===== src/mcudec_defines.vh =====
// constants for the 14-bit instruction decode and execute block
// Notes on behaviour
// RL1 - byte 1101 rotates file left through carry
// RL2 - byte 1100 rotates file right through carry
// RL3 - 1011 decrements, skips on zero, no flags
// RL4 - 1111 increments, skips on zero, no flags
// RL5 - bit 10bb skips when selected bit clear
// RL6 - bit 11bb skips when selected bit set
// RL7 - byte 0100 ors acc with file, zero only
// RL8 - byte 0110 xors acc with file, zero only
// RL9 - literal 110x: literal minus acc, c dc z
// RL10 - literal 01xx loads acc and returns, two cycles
// RL11 - literal 1000 ors literal into acc, zero
// RL12 - literal 1010 xors literal into acc, zero
// RL13 - standby word sets watchdog flag, clears sleep flag
// RL14 - io read-modify-write uses pin levels
// RL15 - timer write with d=1 clears prescaler
// RL16 - pc change or true test costs two cycles
// RL17 - destination bit picks acc or file
// RL18 - call and jump use 11-bit target, two cycles
// RL19 - file minus acc by two's complement add
`ifndef MCUDEC_DEFINES_VH
`define MCUDEC_DEFINES_VH
`define MCUDEC_OP_MOVWF 4'h0
`define MCUDEC_OP_CLR 4'h1
`define MCUDEC_OP_SUBWF 4'h2
`define MCUDEC_OP_DECF 4'h3
`define MCUDEC_OP_OR_ACC_FILE_OP 4'h4
`define MCUDEC_OP_ANDWF 4'h5
`define MCUDEC_OP_XOR_ACC_FILE_OP 4'h6
`define MCUDEC_OP_ADDWF 4'h7
`define MCUDEC_OP_MOVF 4'h8
`define MCUDEC_OP_COMF 4'h9
`define MCUDEC_OP_INCF 4'ha
`define MCUDEC_OP_DECSZ 4'hb
`define MCUDEC_OP_RRF 4'hc
`define MCUDEC_OP_RLF 4'hd
`define MCUDEC_OP_SWAPF 4'he
`define MCUDEC_OP_INCSZ 4'hf
`define MCUDEC_W_RETURN 14'h0008
`define MCUDEC_W_RETFIE 14'h0009
`define MCUDEC_W_SLEEP 14'h0063
`define MCUDEC_W_CLRWDT 14'h0064
`define MCUDEC_ADDR_TIMER_ZERO 7'h01
`define MCUDEC_ADDR_PORTA 7'h05
`define MCUDEC_ADDR_PORTE 7'h09
`define MCUDEC_STACK_DEPTH 8
`define MCUDEC_RESET_VECTOR 13'h0000
`define MCUDEC_INT_VECTOR 13'h0004
`endif


===== src/mcudec_alu.v =====
// arithmetic and logic unit for byte and literal operations
`include "mcudec_defines.vh"
module mcudec_alu (
   input wire [3:0] op,
   input wire lit_mode,
   input wire [7:0] a,
   input wire [7:0] w,
   input wire c_in,
   output reg [7:0] res,
   output reg c_out,
   output reg dc_out,
   output wire z_out
);
   reg [8:0] sum;
   reg [4:0] nib;
   always @*
   begin
      sum = 9'h000;
      nib = 5'h00;
      res = a;
      c_out = c_in;
      dc_out = 1'b0;
      if (lit_mode)
      begin
         case (op)
            4'h8: res = a | w; // see RL11
            4'h9: res = a & w;
            4'ha: res = a ^ w; // see RL12
            4'hc, 4'hd:
            begin
               sum = {1'b0, a} + {1'b0, ~w} + 9'h001; // see RL9
               nib = {1'b0, a[3:0]} + {1'b0, ~w[3:0]} + 5'h01;
               res = sum[7:0];
               c_out = sum[8];
               dc_out = nib[4];
            end
            4'he, 4'hf:
            begin
               sum = {1'b0, a} + {1'b0, w};
               nib = {1'b0, a[3:0]} + {1'b0, w[3:0]};
               res = sum[7:0];
               c_out = sum[8];
               dc_out = nib[4];
            end
            default: res = a;
         endcase
      end
      else
      begin
         case (op)
            `MCUDEC_OP_MOVWF: res = w;
            `MCUDEC_OP_CLR: res = 8'h00;
            `MCUDEC_OP_SUBWF:
            begin
               sum = {1'b0, a} + {1'b0, ~w} + 9'h001; // see RL19
               nib = {1'b0, a[3:0]} + {1'b0, ~w[3:0]} + 5'h01;
               res = sum[7:0];
               c_out = sum[8];
               dc_out = nib[4];
            end
            `MCUDEC_OP_DECF, `MCUDEC_OP_DECSZ: res = a - 8'h01; // see RL3
            `MCUDEC_OP_OR_ACC_FILE_OP: res = a | w; // see RL7
            `MCUDEC_OP_ANDWF: res = a & w;
            `MCUDEC_OP_XOR_ACC_FILE_OP: res = a ^ w; // see RL8
            `MCUDEC_OP_ADDWF:
            begin
               sum = {1'b0, a} + {1'b0, w};
               nib = {1'b0, a[3:0]} + {1'b0, w[3:0]};
               res = sum[7:0];
               c_out = sum[8];
               dc_out = nib[4];
            end
            `MCUDEC_OP_MOVF: res = a;
            `MCUDEC_OP_COMF: res = ~a;
            `MCUDEC_OP_INCF, `MCUDEC_OP_INCSZ: res = a + 8'h01; // see RL4
            `MCUDEC_OP_RRF:
            begin
               res = {c_in, a[7:1]}; // see RL2
               c_out = a[0];
            end
            `MCUDEC_OP_RLF:
            begin
               res = {a[6:0], c_in}; // see RL1
               c_out = a[7];
            end
            `MCUDEC_OP_SWAPF: res = {a[3:0], a[7:4]};
            default: res = a;
         endcase
      end
   end
   assign z_out = (res == 8'h00);
endmodule


===== src/mcudec_stack.v =====
// eight-level return address stack in flip-flops
`include "mcudec_defines.vh"
module mcudec_stack (
   input wire clk,
   input wire rstn,
   input wire push,
   input wire pop,
   input wire [12:0] push_addr,
   output wire [12:0] top_addr
);
   reg [12:0] mem_q [0:`MCUDEC_STACK_DEPTH-1];
   reg [2:0] ptr_q;
   integer i;
   wire [2:0] top_idx;
   assign top_idx = ptr_q - 3'h1;
   assign top_addr = mem_q[top_idx];
   always @(posedge clk or negedge rstn)
   begin
      if (!rstn)
      begin
         ptr_q <= 3'h0;
         for (i = 0; i < `MCUDEC_STACK_DEPTH; i = i + 1)
         begin
            mem_q[i] <= 13'h0000;
         end
      end
      else if (push)
      begin
         mem_q[ptr_q] <= push_addr;
         ptr_q <= ptr_q + 3'h1;
      end
      else if (pop)
      begin
         ptr_q <= top_idx;
      end
   end
endmodule


===== src/mcudec_core.v =====
// decode and execute of 14-bit instruction words, one word per instruction cycle
`include "mcudec_defines.vh"
module mcudec_core (
   input wire clk,
   input wire rstn,
   input wire instr_valid,
   input wire [13:0] instr,
   input wire [7:0] file_rdata,
   input wire [7:0] pin_rdata,
   input wire prescaler_on_timer,
   input wire wake,
   output reg [12:0] pc_q,
   output reg [6:0] file_addr_q,
   output reg [7:0] file_wdata_q,
   output reg file_we_q,
   output reg [7:0] acc_q,
   output reg carry_q,
   output reg nibble_flag_q,
   output reg zero_q,
   output reg watchdog_expired_flag_q,
   output reg sleep_entered_flag_q,
   output reg wdt_clear_q,
   output reg prescaler_clear_q,
   output reg sleeping_q,
   output reg busy_q
);
   localparam [2:0] ST_EXEC = 3'b001;
   localparam [2:0] ST_FLUSH = 3'b010;
   localparam [2:0] ST_SLEEP = 3'b100;

   reg [2:0] state_q;
   reg [2:0] state_d;

   // operand source for byte operations on ports
   function is_port;
      input [6:0] addr;
      begin
         is_port = (addr >= `MCUDEC_ADDR_PORTA) && (addr <= `MCUDEC_ADDR_PORTE);
      end
   endfunction

   wire [1:0] cls = instr[13:12];
   wire [3:0] op = instr[11:8];
   wire dest = instr[7];
   wire [6:0] faddr = instr[6:0];
   wire [2:0] bsel = instr[9:7];
   wire [7:0] lit = instr[7:0];
   wire is_byte = (cls == 2'b00);
   wire is_bit = (cls == 2'b01);
   wire is_jump = (cls == 2'b10);
   wire is_lit = (cls == 2'b11);

   // pins instead of latch when an io register modifies itself
   wire [7:0] operand = is_port(faddr) ? pin_rdata : file_rdata; // see RL14

   wire [7:0] alu_res;
   wire alu_c;
   wire alu_dc;
   wire alu_z;
   wire [12:0] stack_top;
   reg push;
   reg pop;

   mcudec_alu u_alu (
      .op(op),
      .lit_mode(is_lit),
      .a(is_lit ? lit : operand),
      .w(acc_q),
      .c_in(carry_q),
      .res(alu_res),
      .c_out(alu_c),
      .dc_out(alu_dc),
      .z_out(alu_z)
   );

   mcudec_stack u_stack (
      .clk(clk),
      .rstn(rstn),
      .push(push),
      .pop(pop),
      .push_addr(pc_q + 13'h0001),
      .top_addr(stack_top)
   );

   // byte operations that are plain no-ops or control words
   wire ctrl_word = is_byte && (op == `MCUDEC_OP_MOVWF) && !dest;
   wire is_return = ctrl_word && (instr == `MCUDEC_W_RETURN || instr == `MCUDEC_W_RETFIE);
   wire is_sleep = ctrl_word && (instr == `MCUDEC_W_SLEEP);
   wire is_clrwdt = ctrl_word && (instr == `MCUDEC_W_CLRWDT);
   wire bit_val = operand[bsel];
   wire skip_bit = is_bit && ((op[3:2] == 2'b10 && !bit_val) // see RL5
      || (op[3:2] == 2'b11 && bit_val)); // see RL6
   wire skip_cnt = is_byte && (op == `MCUDEC_OP_DECSZ || op == `MCUDEC_OP_INCSZ) && alu_z;
   wire is_return_with_literal_op = is_lit && (op[3:2] == 2'b01);

   // flag selection per operation
   reg upd_z;
   reg upd_c;
   reg upd_dc;
   always @*
   begin
      upd_z = 1'b0;
      upd_c = 1'b0;
      upd_dc = 1'b0;
      if (is_byte)
      begin
         case (op)
            `MCUDEC_OP_MOVWF, `MCUDEC_OP_DECSZ, `MCUDEC_OP_INCSZ, `MCUDEC_OP_SWAPF: upd_z = 1'b0;
            `MCUDEC_OP_RRF, `MCUDEC_OP_RLF: upd_c = 1'b1; // see RL1
            `MCUDEC_OP_SUBWF, `MCUDEC_OP_ADDWF:
            begin
               upd_z = 1'b1;
               upd_c = 1'b1;
               upd_dc = 1'b1;
            end
            default: upd_z = 1'b1; // see RL7
         endcase
      end
      else if (is_lit)
      begin
         case (op)
            4'h8, 4'h9, 4'ha: upd_z = 1'b1; // see RL11
            4'hc, 4'hd, 4'he, 4'hf:
            begin
               upd_z = 1'b1; // see RL9
               upd_c = 1'b1;
               upd_dc = 1'b1;
            end
            default: upd_z = 1'b0;
         endcase
      end
   end

   always @*
   begin
      state_d = state_q;
      push = 1'b0;
      pop = 1'b0;
      case (state_q)
         ST_EXEC:
         begin
            if (instr_valid)
            begin
               if (is_sleep)
                  state_d = ST_SLEEP;
               else if (is_jump || is_return || is_return_with_literal_op || skip_bit || skip_cnt)
                  state_d = ST_FLUSH; // see RL16
               push = is_jump && !instr[11]; // see RL18
               pop = is_return || is_return_with_literal_op; // see RL10
            end
         end
         ST_FLUSH: state_d = ST_EXEC;
         ST_SLEEP:
         begin
            if (wake)
               state_d = ST_EXEC;
         end
         default: state_d = ST_EXEC;
      endcase
   end

   always @(posedge clk or negedge rstn)
   begin
      if (!rstn)
      begin
         state_q <= ST_EXEC;
         pc_q <= `MCUDEC_RESET_VECTOR;
         file_addr_q <= 7'h00;
         file_wdata_q <= 8'h00;
         file_we_q <= 1'b0;
         acc_q <= 8'h00;
         carry_q <= 1'b0;
         nibble_flag_q <= 1'b0;
         zero_q <= 1'b0;
         watchdog_expired_flag_q <= 1'b1;
         sleep_entered_flag_q <= 1'b1;
         wdt_clear_q <= 1'b0;
         prescaler_clear_q <= 1'b0;
         sleeping_q <= 1'b0;
         busy_q <= 1'b0;
      end
      else
      begin
         state_q <= state_d;
         file_we_q <= 1'b0;
         wdt_clear_q <= 1'b0;
         prescaler_clear_q <= 1'b0;
         sleeping_q <= (state_d == ST_SLEEP);
         busy_q <= (state_d == ST_FLUSH);
         if (state_q == ST_EXEC && instr_valid)
         begin
            pc_q <= pc_q + 13'h0001;
            if (is_jump)
               pc_q <= {pc_q[12:11], instr[10:0]}; // see RL18
            else if (is_return || is_return_with_literal_op)
               pc_q <= stack_top;
            else if (skip_bit || skip_cnt)
               pc_q <= pc_q + 13'h0002; // see RL3
            if (upd_z)
               zero_q <= alu_z;
            if (upd_c)
               carry_q <= alu_c;
            if (upd_dc)
               nibble_flag_q <= alu_dc;
            if (is_byte && !ctrl_word)
            begin
               if (dest || op == `MCUDEC_OP_MOVWF)
               begin
                  file_addr_q <= faddr; // see RL17
                  file_wdata_q <= alu_res;
                  file_we_q <= 1'b1;
                  if (faddr == `MCUDEC_ADDR_TIMER_ZERO && prescaler_on_timer)
                     prescaler_clear_q <= 1'b1; // see RL15
               end
               else
                  acc_q <= alu_res; // see RL17
            end
            else if (is_bit && !op[3])
            begin
               file_addr_q <= faddr;
               file_wdata_q <= op[2] ? (operand | (8'h01 << bsel))
                  : (operand & ~(8'h01 << bsel));
               file_we_q <= 1'b1;
               if (faddr == `MCUDEC_ADDR_TIMER_ZERO && prescaler_on_timer)
                  prescaler_clear_q <= 1'b1; // see RL15
            end
            else if (is_lit)
            begin
               if (op[3:2] == 2'b00 || is_return_with_literal_op)
                  acc_q <= lit; // see RL10
               else
                  acc_q <= alu_res; // see RL12
            end
            if (is_sleep)
            begin
               watchdog_expired_flag_q <= 1'b1; // see RL13
               sleep_entered_flag_q <= 1'b0;
               wdt_clear_q <= 1'b1;
            end
            if (is_clrwdt)
            begin
               watchdog_expired_flag_q <= 1'b1;
               sleep_entered_flag_q <= 1'b1;
               wdt_clear_q <= 1'b1;
            end
         end
      end
   end
endmodule


===== config.mk =====
export PLATFORM = sky130hd
export DESIGN_NAME = mcudec_core
export DESIGN_NICKNAME = d
export VERILOG_FILES = /design/src/mcudec_alu.v /design/src/mcudec_stack.v /design/src/mcudec_core.v
export VERILOG_INCLUDE_DIRS = /design/src /design/src/src
export SDC_FILE = /design/constraint.sdc
export NUM_CORES = 1
export LEC_CHECK = 0
export BUFFER_PORTS_ARGS = -buffer_cell sky130_fd_sc_hd__clkbuf_2
export CORE_ASPECT_RATIO = 1.2
export CORE_MARGIN = 3
export CORE_UTILIZATION = 56
export CTS_CLUSTER_SIZE = 10
export DETAILED_ROUTE_END_ITERATION = 10
export PLACE_DENSITY_LB_ADDON = 0.2
export SLEW_MARGIN = 25
export SYNTH_ARGS = -nofsm -noshare
export SYNTH_HDL_FRONTEND = slang
export SYNTH_HIERARCHICAL = 1
export SYNTH_SLANG_ARGS = --single-unit

===== constraint.sdc =====
create_clock -name clk -period 3.78 [get_ports clk]
set_input_delay 0.378 -clock clk [delete_from_list [all_inputs] [get_ports clk]]
set_output_delay 0.378 -clock clk [all_outputs]
set_load 0.005 [all_outputs]

==> summary.md <==
| Metric | Value |
|---|---|
| Post-DP HPWL | 27,000 um |
| CP Launch Type | input pin |
| Most frequent CP cell | buf_4 |
| Hold Path End | prescaler_clear_q |
| DRT Wirelength | 38,300 um |
| CP endpoint kind | flip-flop |
| Gr ovfl total | 0 |
| Violated checks | negative setup slack |
| Setup violations, final | 20 |
| Reg-to-reg startpoint | acc_q[0] |
| Worst skew pair latency | 0.44 ns |
| Root Buffer | clkbuf_16 |
| Max Slew Vio Count | 0 |
| Port Buffers | 79 |
| Status | finished with violations |
| Crit path buf inv count | 3 |
| Net Count, Synth | 1,290 |
| Initial antenna violation count | 0 |
| Synth Flop Type | dfrtp_1 |
| First-pass GRT wire length | 60,100 um |
| EDFF count, synth | 0 |
| Most common cell in the netlist | dfrtp_1 |
| Hold Violations, Final | 0 |
| # rows | 56 |
| Synth Warn # | 6 |
| Number of library cell types mapped by synthesis | 84 |
| CP max-delay cell | or4b_4 |
| Layout cells sized above 1 | 36.0% |
| CP top delay family | simple AND/OR/NAND/NOR gates |
| Cells after synthesis | 1,224 |
| Die W | 136 um |
| Initial Utilization | 57.5% |
| Gpl congestion | 0.985 |
| Sink Count | 155 |
| Max IR drop VDD | 0.000596 V |
| Nets | 1,485 |
| ANT nets after route | 0 |
| Via count | 10,777 |
| Crit path depth | 21 |
| RSZ-0062 raised after global routing | true |
| Mapped Area | 0.0113 mm2 |
| Antenna diodes | 0 |
| Commonest cells post-synth | dfrtp_1, mux2i_1, nand2_1, nor2_1, nand3_1 |
| Core ar. | 0.0197 mm2 |
| Min-delay src | prescaler_on_timer |
| Leak | 0.00672 uW |
| Worst hold stages | 3 |
| P&R area growth vs syn | 25.1% |
| Reg clk slew, reported paths | 0.07 ns |
| Vias per inst | 6.37 |
| Final min period | 4.51 ns |
| Final period util | 119% |
| Worst EP arrival | 4.82 ns |
| Min-Delay Path Class | input pin to flip-flop |
| Pre-CTS setup slack | -1.40 ns |
| Register area share after synthesis | 34.3% |
| # DRC | 0 |
| Number of global-route vias before repair | 10,945 |
| CTS buffer count | 17 |
| Tot GR Track Use | 35.2% |
| Worst slew pin tran | 1.01 ns |
| Yosys top cell by area | dfrtp_1 |
| Seq cells post-synth | 155 |
| Min setup slack post-route | -0.733 ns |
| Crit Path Category | input pin to flip-flop |
| Clock Tree Buf Depth | 2 |
| Skew final | 0.0188 ns |
| R2r worst-path depth | 13 |
| Worst r2r dst | pc_q[4] |
| Area contributors post-synth | dfrtp_1, mux2i_1, mux2_2, mux2_4, nand3_1 |
| Crit Path Max Fanout | 6 |
| Initial drt markers | 1,312 |
| Worst path required time | 4.09 ns |
| CP Cell Sequence | buf_6 > or3_4 > nor2_8 > mux2i_4 > a21oi_2 > buf_4 > buf_4 > ha_1 > o21bai_2 > a21o_1 > mux2i_1 > xor2_1 > o21ai_0 > o31ai_1 > or4b_4 > nor4_4 > nand3_4 > and2_4 > a21oi_4 > nor3_1 > nand3b_1 |
| Power per standard cell area | 630 mW/mm2 |
| Die Area | 0.0220 mm2 |
| Top-Level Pins | 81 |
| Htree depth | 4 |
| Wire per inst | 22.6 um |
| Dpl cells | 1,651 |
| Relative slew margins | 32.4% |
| Fmax | 222 MHz |
| Ys async rst share | 100% |
| Max-Cap Viols | 0 |
| First-pass iteration count of the detailed router | 6 |
| Pin count of the biggest net entering global routing | 104 |
| CP max stage delay | 0.58 ns |
| CTS tree | built |
| Post-synthesis average cell area | 9.24 um2 |
| Post-route insts no fill | 1,693 |
| Die height | 162 um |
| Post-synth top area share | 33.8% |
| Reg2reg setup slack | -0.14 ns |
## stage by stage
step / total power, uW / utilization, % / hold slack [ns] / setup TNS, ns / instance area [um2]
after floorplan: 5300 / - / 0.0824 / -14.66 / 11400
after global placement: 6800 / 66.6 / 0.460 / -24.46 / 13100
after detailed placement: 6910 / 66.6 / 0.464 / -26.42 / 13100
after CTS: 8780 / 70.8 / 0.0975 / -8.29 / 13900
after global routing: 9380 / 71.9 / 0.210 / -14.39 / 14200
final: 8920 / 71.9 / 0.219 / -10.93 / 14200
## repair_timing
item | CTS | global route
hold buffers | 0 | 1
setup endpoints to repair | 22 | 23
resized for setup | 41 | 34
buffers inserted | 5 | 4
hold endpoints to repair | 0 | 35
pin swaps | 21 | 21
## registers in the layout (all words and copies together), names as in the netlist
name	count
busy_q	1
sleep_entered_flag_q	1
file_wdata_q	8
prescaler_clear_q	1
u_stack/ptr_q	3
pc_q	13
zero_q	1
carry_q	1
wdt_clear_q	1
state_q	3
file_we_q	1
acc_q	8
u_stack/mem_q	104
nibble_flag_q	1
file_addr_q	7
sleeping_q	1
## routing by layer
metal	up-vias	share of wire (%)	global-route usage, %
met3	130	6.0	4.68
met1	5286	39	43.4
met2	506	50	59.8
met4	0	5.3	18.7
met5	-	0	0
li1	4855	-	-
## report_power, final
part	leakage [uW]	switching, uW	internal [uW]
logic	0.00441	2490	2130
registers	0.00203	421	2160
clock network	0.000285	837	890
## area by class of cell
type | instances | area [um2]
clock buffer | 17 | 425
timing repair buffer | 274 | 1920
tap | 261 | 327
clock inverter | 15 | 171
sequential | 155 | 3880
fill | 1473 | 5530
inverter | 42 | 164
multi-input combinational | 929 | 7270
## worst max-delay path by stage
stage,to,start
CTS,pc_q[5],instr[5]
global route,pc_q[1],instr[6]
finish,pc_q[4],instr[6]
global placement,pc_q[12],instr[6]
floorplan,pc_q[12],instr[6]
detailed placement,pc_q[8],instr[6]
## worst min-delay path, cell delays in order
cell	delay, ns
clkbuf_2	0.10
nand4b_1	0.11
nor2_1	0.04
## cells in the final DEF, fill, tap and decap left out, types with 6 or more instances in the layout
master / n
a211oi_1: 8
a21oi_1: 50
a21oi_2: 11
a221oi_1: 6
a31oi_1: 14
and3_1: 11
and4_1: 14
buf_4: 189
clkbuf_16: 17
clkbuf_2: 77
dfrtp_1: 153
ha_1: 21
inv_1: 33
inv_2: 6
mux2_2: 79
mux2_4: 30
mux2i_1: 88
nand2_1: 83
nand2b_1: 12
nand3_1: 78
nor2_1: 82
nor2b_1: 13
nor3_1: 32
o211ai_1: 10
o21ai_0: 47
o21ai_1: 11
o221ai_1: 7
o22ai_1: 17
or3_1: 8
xnor2_1: 23
xor2_1: 10
## cells by family (layout without fill, tap and decap cells)
| kind of cell | Yosys count | count (layout) | synth area share (%) |
|---|---|---|---|
| multiplexers | 205 | 205 | 20.8 |
| other | 1 | 1 | 0.0331 |
| XOR/XNOR | 36 | 36 | 2.85 |
| adder cells (fa/ha/maj) | 31 | 31 | 3.56 |
| AO/OA/AOI/OAI | 259 | 259 | 15.0 |
| buffers and inverters | 140 | 348 | 5.55 |
| AND/OR/NAND/NOR | 397 | 397 | 17.9 |
| flip-flops | 155 | 155 | 34.3 |
Power figures use the tool's default switching activity.
